===== src/design/dsclk_pkg.sv =====
package dsclk_pkg;

  // core phase generator needs this many of its own clock periods per machine cycle
  localparam logic [2:0] DSCLK_PHASES_PER_CYCLE = 3'h6;
  localparam logic [2:0] DSCLK_PHASE_LAST       = 3'h5;
  localparam logic [2:0] DSCLK_PHASE_RESET      = 3'h0;

  // halving stage ratio, for reference by the bench
  localparam int unsigned DSCLK_DIV_RATIO = 2;

  // reset values
  localparam logic DSCLK_HALF_RESET  = 1'b0;
  localparam logic DSCLK_MODE_RESET  = 1'b0;
  localparam logic DSCLK_XTAL_RESET  = 1'b0;

  typedef enum logic [1:0] {
    DSCLK_RUN   = 2'b00,
    DSCLK_IDLE  = 2'b01,
    DSCLK_PDOWN = 2'b10
  } dsclk_pwr_t;

endpackage : dsclk_pkg


===== src/design/dsclk_core_if.sv =====
`timescale 1ns/1ps
interface dsclk_core_if;
  logic       tick;
  logic [2:0] phase;
  logic       cycleEnd;

  modport gen (output tick, input phase, input cycleEnd);
  modport seq (input tick, output phase, output cycleEnd);
endinterface : dsclk_core_if


===== src/design/dsclk_phase_gen.sv =====
`timescale 1ns/1ps
module dsclk_phase_gen
  import dsclk_pkg::*;
(
  // clock and reset
  input  wire logic clk_sys,
  input  wire logic resetn,
  // core tick in, phase out
  dsclk_core_if.seq core
);

  logic [2:0] phaseCount;
  logic       cycleEndPulse;

  // six ticks of the core clock make one machine cycle
  always_ff @(posedge clk_sys or negedge resetn) begin
    if (!resetn) begin
      phaseCount <= DSCLK_PHASE_RESET;
    end else if (core.tick) begin
      if (phaseCount == DSCLK_PHASE_LAST) begin
        phaseCount <= DSCLK_PHASE_RESET;
      end else begin
        phaseCount <= phaseCount + 3'h1;
      end
    end
  end

  always_ff @(posedge clk_sys or negedge resetn) begin
    if (!resetn) begin
      cycleEndPulse <= 1'b0;
    end else begin
      cycleEndPulse <= core.tick && (phaseCount == DSCLK_PHASE_LAST);
    end
  end

  assign core.phase    = phaseCount;
  assign core.cycleEnd = cycleEndPulse;

endmodule : dsclk_phase_gen


===== src/design/dsclk_clock_gen.sv =====
`timescale 1ns/1ps
// Operation
// - crystal halved before phase generator; software bypassable
// - double speed: six crystal periods per cycle
// - double speed feeds core, peripherals from crystal
// - select bit applied only on halved rising edge
// - speed may change while running or idle
// - idle stops cpu clock, peripherals keep running
// - power-down stops all clocks, RAM retained
module dsclk_clock_gen
  import dsclk_pkg::*;
(
  // system clock and reset
  input  wire logic       clk_sys,
  input  wire logic       resetn,
  // crystal side
  input  wire logic       crystalInput,
  // software control
  input  wire logic       doubleSpeedSelect,
  input  wire logic       idleRequest,
  input  wire logic       powerDownRequest,
  // wake sources
  input  wire logic       enabledIrq,
  input  wire logic       enabledExtIrq,
  // clock ticks to core and peripherals
  output logic            cpuTick,
  output logic            periphTick,
  output logic            machineCycle,
  output logic [2:0]      corePhase,
  // status
  output logic            halfClock,
  output logic            doubleSpeedActive,
  output logic            idleActive,
  output logic            powerDownActive,
  output logic            ramRetain
);

  dsclk_core_if core ();

  dsclk_pwr_t pwrState;
  dsclk_pwr_t next_pwrState;
  logic       xtalPrev;
  logic       xtalEdge;
  logic       oscRunning;
  logic       xtalRise;
  logic       halfRise;
  logic       srcTick;
  logic       wakeNow;
  logic       next_idleActive;
  logic       next_powerDownActive;

  // power state decodes, shared by tick gating and the status flags
  function automatic logic dsclk_is_run(input dsclk_pwr_t s);
    return (s == DSCLK_RUN);
  endfunction : dsclk_is_run

  function automatic logic dsclk_is_idle(input dsclk_pwr_t s);
    return (s == DSCLK_IDLE);
  endfunction : dsclk_is_idle

  function automatic logic dsclk_is_pdown(input dsclk_pwr_t s);
    return (s == DSCLK_PDOWN);
  endfunction : dsclk_is_pdown

  // wake source per low-power state; reset wakes both through the clear
  function automatic logic dsclk_wake(input dsclk_pwr_t s,
                                      input logic       irq,
                                      input logic       extIrq);
    logic wake;
    wake = 1'b0;
    if (s == DSCLK_IDLE) begin
      wake = irq;
    end else if (s == DSCLK_PDOWN) begin
      wake = extIrq;
    end
    return wake;
  endfunction : dsclk_wake

  // crystal is sampled as a synchronous level; edges come from one history flop
  always_ff @(posedge clk_sys or negedge resetn) begin
    if (!resetn) begin
      xtalPrev <= DSCLK_XTAL_RESET;
    end else begin
      xtalPrev <= crystalInput;
    end
  end

  assign xtalEdge = crystalInput && !xtalPrev;

  // oscillator is treated as stopped in power-down, so no edges pass;
  // an external source that keeps running is masked here just the same
  assign oscRunning = !dsclk_is_pdown(pwrState);
  assign xtalRise   = xtalEdge && oscRunning;

  // divide-by-two stage, any input duty cycle is fine here
  always_ff @(posedge clk_sys or negedge resetn) begin
    if (!resetn) begin
      halfClock <= DSCLK_HALF_RESET;
    end else if (xtalRise) begin
      halfClock <= !halfClock;
    end
  end

  assign halfRise = xtalRise && !halfClock;

  // mode only changes on the halved rising edge, so a switch never leaves
  // a short core period behind; keeps working in idle since the divider runs
  always_ff @(posedge clk_sys or negedge resetn) begin
    if (!resetn) begin
      doubleSpeedActive <= DSCLK_MODE_RESET;
    end else if (halfRise) begin
      doubleSpeedActive <= doubleSpeedSelect;
    end
  end

  // bypass the divider in double speed: every crystal rising edge is a clock;
  // limitation: the crystal duty cycle then reaches the core, keep it near half
  assign srcTick = doubleSpeedActive ? xtalRise : halfRise;

  assign wakeNow = dsclk_wake(pwrState, enabledIrq, enabledExtIrq);

  // power state: power-down request wins over idle request
  always_comb begin
    next_pwrState = pwrState;
    case (pwrState)
      DSCLK_RUN: begin
        if (powerDownRequest) begin
          next_pwrState = DSCLK_PDOWN;
        end else if (idleRequest) begin
          next_pwrState = DSCLK_IDLE;
        end
      end
      DSCLK_IDLE: begin
        if (wakeNow) begin
          next_pwrState = DSCLK_RUN;
        end
      end
      DSCLK_PDOWN: begin
        if (wakeNow) begin
          next_pwrState = DSCLK_RUN;
        end
      end
      default: begin
        next_pwrState = DSCLK_RUN;
      end
    endcase
  end

  // reset also wakes both modes through the asynchronous clear
  always_ff @(posedge clk_sys or negedge resetn) begin
    if (!resetn) begin
      pwrState <= DSCLK_RUN;
    end else begin
      pwrState <= next_pwrState;
    end
  end

  // status flags come from flops loaded with the next state decode,
  // so they change on the same edge as the state register itself
  always_comb begin
    next_idleActive      = dsclk_is_idle(next_pwrState);
    next_powerDownActive = dsclk_is_pdown(next_pwrState);
  end

  always_ff @(posedge clk_sys or negedge resetn) begin
    if (!resetn) begin
      idleActive <= 1'b0;
    end else begin
      idleActive <= next_idleActive;
    end
  end

  always_ff @(posedge clk_sys or negedge resetn) begin
    if (!resetn) begin
      powerDownActive <= 1'b0;
    end else begin
      powerDownActive <= next_powerDownActive;
    end
  end

  // memory keeps its contents in power-down; nothing here clears it
  always_ff @(posedge clk_sys or negedge resetn) begin
    if (!resetn) begin
      ramRetain <= 1'b0;
    end else begin
      ramRetain <= next_powerDownActive;
    end
  end

  // ticks are combinational enables so the core sees them in the same cycle
  assign periphTick = srcTick && !dsclk_is_pdown(pwrState);
  assign cpuTick    = srcTick && dsclk_is_run(pwrState);

  assign core.tick = cpuTick;

  // six cpu ticks per cycle: six crystal periods in double speed, twelve else
  dsclk_phase_gen u_phase (
    .clk_sys (clk_sys),
    .resetn  (resetn),
    .core    (core.seq)
  );

  assign machineCycle    = core.cycleEnd;
  assign corePhase       = core.phase;

endmodule : dsclk_clock_gen


===== config.mk =====
export PLATFORM = sky130hd
export DESIGN_NAME = dsclk_clock_gen
export DESIGN_NICKNAME = d
export VERILOG_FILES = /design/src/design/dsclk_pkg.sv /design/src/design/dsclk_core_if.sv /design/src/design/dsclk_phase_gen.sv /design/src/design/dsclk_clock_gen.sv
export SDC_FILE = /design/constraint.sdc
export NUM_CORES = 1
export LEC_CHECK = 0
export ABC_AREA = 0
export BUFFER_PORTS_ARGS = -buffer_cell sky130_fd_sc_hd__buf_2
export CAP_MARGIN = 0
export CORE_ASPECT_RATIO = 1.4
export CORE_MARGIN = 4
export CORE_UTILIZATION = 30
export CTS_CLUSTER_DIAMETER = 30
export DETAILED_ROUTE_END_ITERATION = 10
export PLACE_DENSITY_LB_ADDON = 0.3
export REMOVE_ABC_BUFFERS = 1
export SLEW_MARGIN = 20
export SYNTH_ARGS = -nofsm -noshare
export SYNTH_HDL_FRONTEND = slang
export SYNTH_HIERARCHICAL = 1
export SYNTH_SLANG_ARGS = --single-unit
export TNS_END_PERCENT = 50

===== constraint.sdc =====
create_clock -name clk_sys -period 4.61 [get_ports clk_sys]
set_clock_uncertainty 0.15 [all_clocks]
set_input_delay 0.2305 -clock clk_sys [delete_from_list [all_inputs] [get_ports clk_sys]]
set_output_delay 0.2305 -clock clk_sys [all_outputs]
set_load 0.02 [all_outputs]

Word-level counts from Yosys, hierarchy flattened
Cells that the tools add are included.
Storage, ports and cells
  bits in registers: 11
  logic and storage cells: 33
Operators by class
  add/sub/neg operators: 1
  equal/unequal tests: 5
  multiplexer cells: 8
  reductions and logical operators: 11
Operator list (number)
  1-bit logical AND: 6
  2-bit 2-to-1 mux: 3
  2-bit by 1-bit == test with 1-bit output, second input constant: 2
  2-bit == test, second input constant: 2
  2-bit case mux with 2 select lines: 1
  3-bit by 1-bit adder with 3-bit output, second input constant: 1
  3-bit == test, second input constant: 1
  1-bit zero test: 3
  1-bit 2-to-1 mux: 3
  3-bit 2-to-1 mux: 1
  2-bit zero test: 1
  2-bit OR reduction: 1

Logic depth before layout (Yosys ltp)
  depth after elaboration: 7
  gate-level depth with buffers: 7

Cells and area by module
The synthesis kept the hierarchy.
Modules (own cells, without submodules)
  dsclk_clock_gen: instances 1, cells each 35, area each 394.1 um2
  dsclk_phase_gen: instances 1, cells each 11, area each 162.7 um2

Worst setup path after synthesis
Ideal clock, no wire load.
  path kind: register to register
  start point: register pwrState[0]
  end point: register u_phase.phaseCount[1] (netlist: u_phase/core.phase[1])
  setup time: 125 ps
  arrival: 2218 ps
  required time: 4335 ps
  slack: 2117 ps
  stages on the path, launching flop included: 8
  clock period less this slack: 2493 ps
  cells stage by stage: dfrtp_1 > inv_1 > ha_1 > or3b_1 > a21oi_1 > and2_1 > nand2_2 > mux2_4
On the way
  word-level cells in the longest chain between the ends: 6
  elaborated cells on any way between the ends: 7
  classes of those cells: 1 x eq/ne; 1 x mux; 5 x reduce/logical
RTL lines
  start: declaration: line dsclk_clock_gen.sv:40  | dsclk_pwr_t pwrState;
  start signal: assignment: line dsclk_clock_gen.sv:154  | pwrState <= next_pwrState;
  2-bit == test: line dsclk_clock_gen.sv:62  | return (s == DSCLK_PDOWN);
  1-bit zero test: line dsclk_clock_gen.sv:92  | assign oscRunning = !dsclk_is_pdown(pwrState);
  1-bit logical AND: line dsclk_clock_gen.sv:93  | assign xtalRise = xtalEdge && oscRunning;
  1-bit logical AND: line dsclk_clock_gen.sv:104  | assign halfRise = xtalRise && !halfClock;
  1-bit 2-to-1 mux: line dsclk_clock_gen.sv:118  | assign srcTick = doubleSpeedActive ? xtalRise : halfRise;
  1-bit logical AND (*): line dsclk_clock_gen.sv:192  | assign cpuTick = srcTick && dsclk_is_run(pwrState);
  named net cpuTick: line dsclk_clock_gen.sv:26  | output logic cpuTick,
  end signal: assignment: line dsclk_phase_gen.sv:23  | phaseCount <= phaseCount + 3'h1;
  end: declaration: line dsclk_phase_gen.sv:12  | logic [2:0] phaseCount;
The timed path passes the listed nets; every way through them passes the cells marked *.
A chain may end at the register's enable or synchronous reset.

Worst setup path in the final report
  start point: register pwrState[0]
  end point: output cpuTick
On the way
  word-level cells in the longest chain between the ends: 6
  elaborated cells on any way between the ends: 7
  classes of those cells: 1 x eq/ne; 1 x mux; 5 x reduce/logical
RTL lines (line)
  2-bit == test: dsclk_clock_gen.sv:62
  1-bit zero test: dsclk_clock_gen.sv:92
  1-bit logical AND: dsclk_clock_gen.sv:93
  1-bit logical AND: dsclk_clock_gen.sv:104
  1-bit 2-to-1 mux: dsclk_clock_gen.sv:118
  1-bit logical AND (*): dsclk_clock_gen.sv:192
  end: declaration: dsclk_clock_gen.sv:26
Every way passes the cells marked *; elsewhere a longest branch is shown, timed or not.

==> impl_metrics.env <==
export IMPL_grt_pass1_vias=374
export IMPL_h_tree_depth=1
export IMPL_ys_seq_area_share_pct=49.4
export IMPL_met3_length_um=101
export IMPL_vias=397
export IMPL_worst_slack_ns=2.29
export IMPL_cts_root_buffer="clkbuf_4"
export IMPL_cp_end_kind="output port"
export IMPL_rsz0062_at_grt="no"
export IMPL_p_leak_nw=0.372
export IMPL_rows=18
export IMPL_synthAdderAreaFrac_pct=8.99
export IMPL_power_density_nw_per_um2=648
export IMPL_reg2reg_depth=7
export IMPL_synth_top_family_by_area="simple AND/OR/NAND/NOR gates"
export IMPL_synth_distinct_cells=24
export IMPL_synth_common_cells="11 x dfrtp_1, 4 x ha_1, 3 x inv_1, 3 x nor2_1, 3 x nor2b_1"
export IMPL_drt_iter0_markers=4
export IMPL_fin_nets=82
export IMPL_maxCapViolations=0
export IMPL_wl_met1_um=437
export IMPL_max_slew_margin_rel_pct=74.7
export IMPL_ys_seq_elements=11
export IMPL_grt_pass1_wl_mm=1.70
export IMPL_die_w_um=44.4
export IMPL_drt_first_pass_iters=4
export IMPL_place_area_um2=664
export IMPL_finalSetupTns_ns=0
export IMPL_critPathArrivalTime_ns=1.94
export IMPL_grt_usage_pct=9.09
export IMPL_io_pin_count=19
export IMPL_portBuffers=18
export IMPL_dr_wl_met2_um=460
export IMPL_pre_cts_ws_ns=2.46
export IMPL_totalPowerFinal_mw=0.461
export IMPL_ant_nets=0
export IMPL_post_synth_top_count_cell="dfrtp_1"
export IMPL_worst_slew_pin_slew_ns=0.375
export IMPL_synth_xor_area_share_pct=3.15
export IMPL_diodes=0
export IMPL_final_setup_viol_count=0
export IMPL_netlist_area_leader_share_pct=49.4
export IMPL_async_reset_ff_share_pct=100
export IMPL_avgViaCountPerCell=4.46
export IMPL_cts_reportedPaths_clkPinSlew_ns=0.07
export IMPL_layout_drive_gt1_share_pct=40.6
export IMPL_yosys_area_share_simple_pct=19.8
export IMPL_insertion_delay_ns=0.26
export IMPL_synth_mux_area_share_pct=7.42
export IMPL_drc=0
export IMPL_synth_top_area_cell="dfrtp_1"
export IMPL_start_kind="flip-flop"
export IMPL_gp_congestion=0.725
export IMPL_grt_ovfl_total=0
export IMPL_totalWireLength_mm=1.01
export IMPL_period_share_pct=50.3
export IMPL_top_layer="met4"
export IMPL_ys_top_cells_by_area="dfrtp_1 49%, ha_1 9.0%, mux2_4 5.4%"
export IMPL_start_util_pct=31.7
export IMPL_cts_tree="done"
export IMPL_numCtsBuffers=3
export IMPL_critPathMaxFanout=5
export IMPL_fmaxAchievable_ghz=0.432
export IMPL_synth_compound_area_share_pct=7.87
export IMPL_synth_area_um2=557
export IMPL_dieArea_um2=2620
export IMPL_min_path_type="primary input to flip-flop"
export IMPL_fin_cells=89
export IMPL_criticalPathCategory="flip-flop to output port"
export IMPL_clockBufferDepth=2
export IMPL_period_minus_slack_ns=2.32
export IMPL_antenna_found_initial=0
export IMPL_slew_viol_final=0
export IMPL_crit_required_ns=4.23
export IMPL_ir_drop_v=0.000230
export IMPL_area_growth_pct=27.6
export IMPL_synth_edf_count=0
export IMPL_status="completed"
export IMPL_final_hold_viol_count=0
export IMPL_cts_sinks=11
export IMPL_grt_max_degree=12
export IMPL_synth_area_per_cell_um2=12.1
export IMPL_ys_warn_count=6
export IMPL_core_area_um2=1760
export IMPL_hold_path_depth=2
export IMPL_synthFlopType="dfrtp_1"
export IMPL_nFillCells=190
export IMPL_placedCellCount=83
export IMPL_stdcell_area_um2=711
export IMPL_routedWlPerCell_um=11.4
export IMPL_die_y_um=59.0
export IMPL_hpwl_um=813
export IMPL_synthCells=46
final timing paths:
| check | startpoint | to | slack, ns |
|---|---|---|---|
| max | pwrState[0]$_DFF_PN0_ | cpuTick | 2.29 |
| min reg2reg | u_phase/core.phase[1]$_DFFE_PN0P_ | u_phase/core.cycleEnd$_DFF_PN0_ | 0.36 |
| min in group asynchronous | resetn | u_phase/core.cycleEnd$_DFF_PN0_ | 0.21 |
| max in group asynchronous | resetn | u_phase/core.phase[1]$_DFFE_PN0P_ | 3.89 |
| min | doubleSpeedSelect | doubleSpeedActive$_DFFE_PN0N_ | 0.04 |
| max reg2reg | pwrState[0]$_DFF_PN0_ | u_phase/core.phase[2]$_DFFE_PN0P_ | 2.46 |
final cells by class:
| class | instances | area, µm² | share of cell area (%) |
|---|---|---|---|
| flip-flops and latches | 11 | 275 | 38.7 |
| clock buffers | 4 | 26.3 | 3.70 |
| well taps | 20 | 25.0 | 3.52 |
| inverters | 3 | 11.3 | 1.58 |
| multi-input cells | 31 | 263 | 37.0 |
| repair buffers | 20 | 110 | 15.5 |
placed cells by master (no fill, tap or decap), types with 2 or more instances in the layout:
| cell | Yosys | final |
|---|---|---|
| dfrtp_1 | 11 | 11 |
| inv_1 | 3 | 3 |
| nand2_1 | 2 | 2 |
| ha_1 | 4 | 4 |
| nor2_1 | 3 | 3 |
| dlygate4sd3_1 | 0 | 2 |
| nor2b_1 | 3 | 3 |
| mux2_4 | 2 | 2 |
| clkbuf_4 | 0 | 3 |
| buf_2 | 0 | 18 |
| a21oi_1 | 2 | 2 |
worst max-delay path, cell delays in order (launching register included):
cell and delay (ns):
dfrtp_1 0.41, inv_1 0.08, ha_1 0.20, or3b_1 0.40, a21oi_1 0.18, and2_1 0.21
buf_2 0.19
kinds of logic after synthesis:
kind of cell	Yosys count
AO/OA/AOI/OAI	5
multiplexers	3
buffers and inverters	4
flip-flops	11
AND/OR/NAND/NOR	17
adder cells (fa/ha/maj)	4
XOR/XNOR	2
routing by layer:
layer,track usage [%],vias up
li1,-,202
met2,13.1,14
met3,3.65,2
met1,10.8,179
met5,0,-
met4,6.47,0
sequential cells by signal, summed over array words and instances (netlist names):
register	cells
doubleSpeedActive	1
halfClock	1
idleActive	1
pwrState	2
ramRetain	1
u_phase/core.cycleEnd	1
u_phase/core.phase	3
xtalPrev	1
where the power goes:
group	total, mW	leakage, nW	internal [mW]	switching (mW)
clock network	0.0646	0.0150	0.0334	0.0312
logic	0.225	0.219	0.101	0.124
registers	0.171	0.138	0.136	0.0355
total	0.461	0.372	0.270	0.190
metrics by stage:
step | hold WS [ns] | util (%)
final | 0.0359 | 40.5
after global routing | 0.0197 | 40.5
after CTS | 0.0215 | 40.5
after detailed placement | -0.0289 | 37.8
after global placement | -0.0351 | 37.8
after floorplan | -0.215 | -
repair_timing:
| action | CTS | global route |
|---|---|---|
| hold buffers | 2 | 0 |
| gates resized for setup | 0 | 0 |
| endpoints found under the hold margin | 12 | 0 |
| setup buffers | 0 | 0 |
No activity file was read; power rests on OpenSTA's default activity.
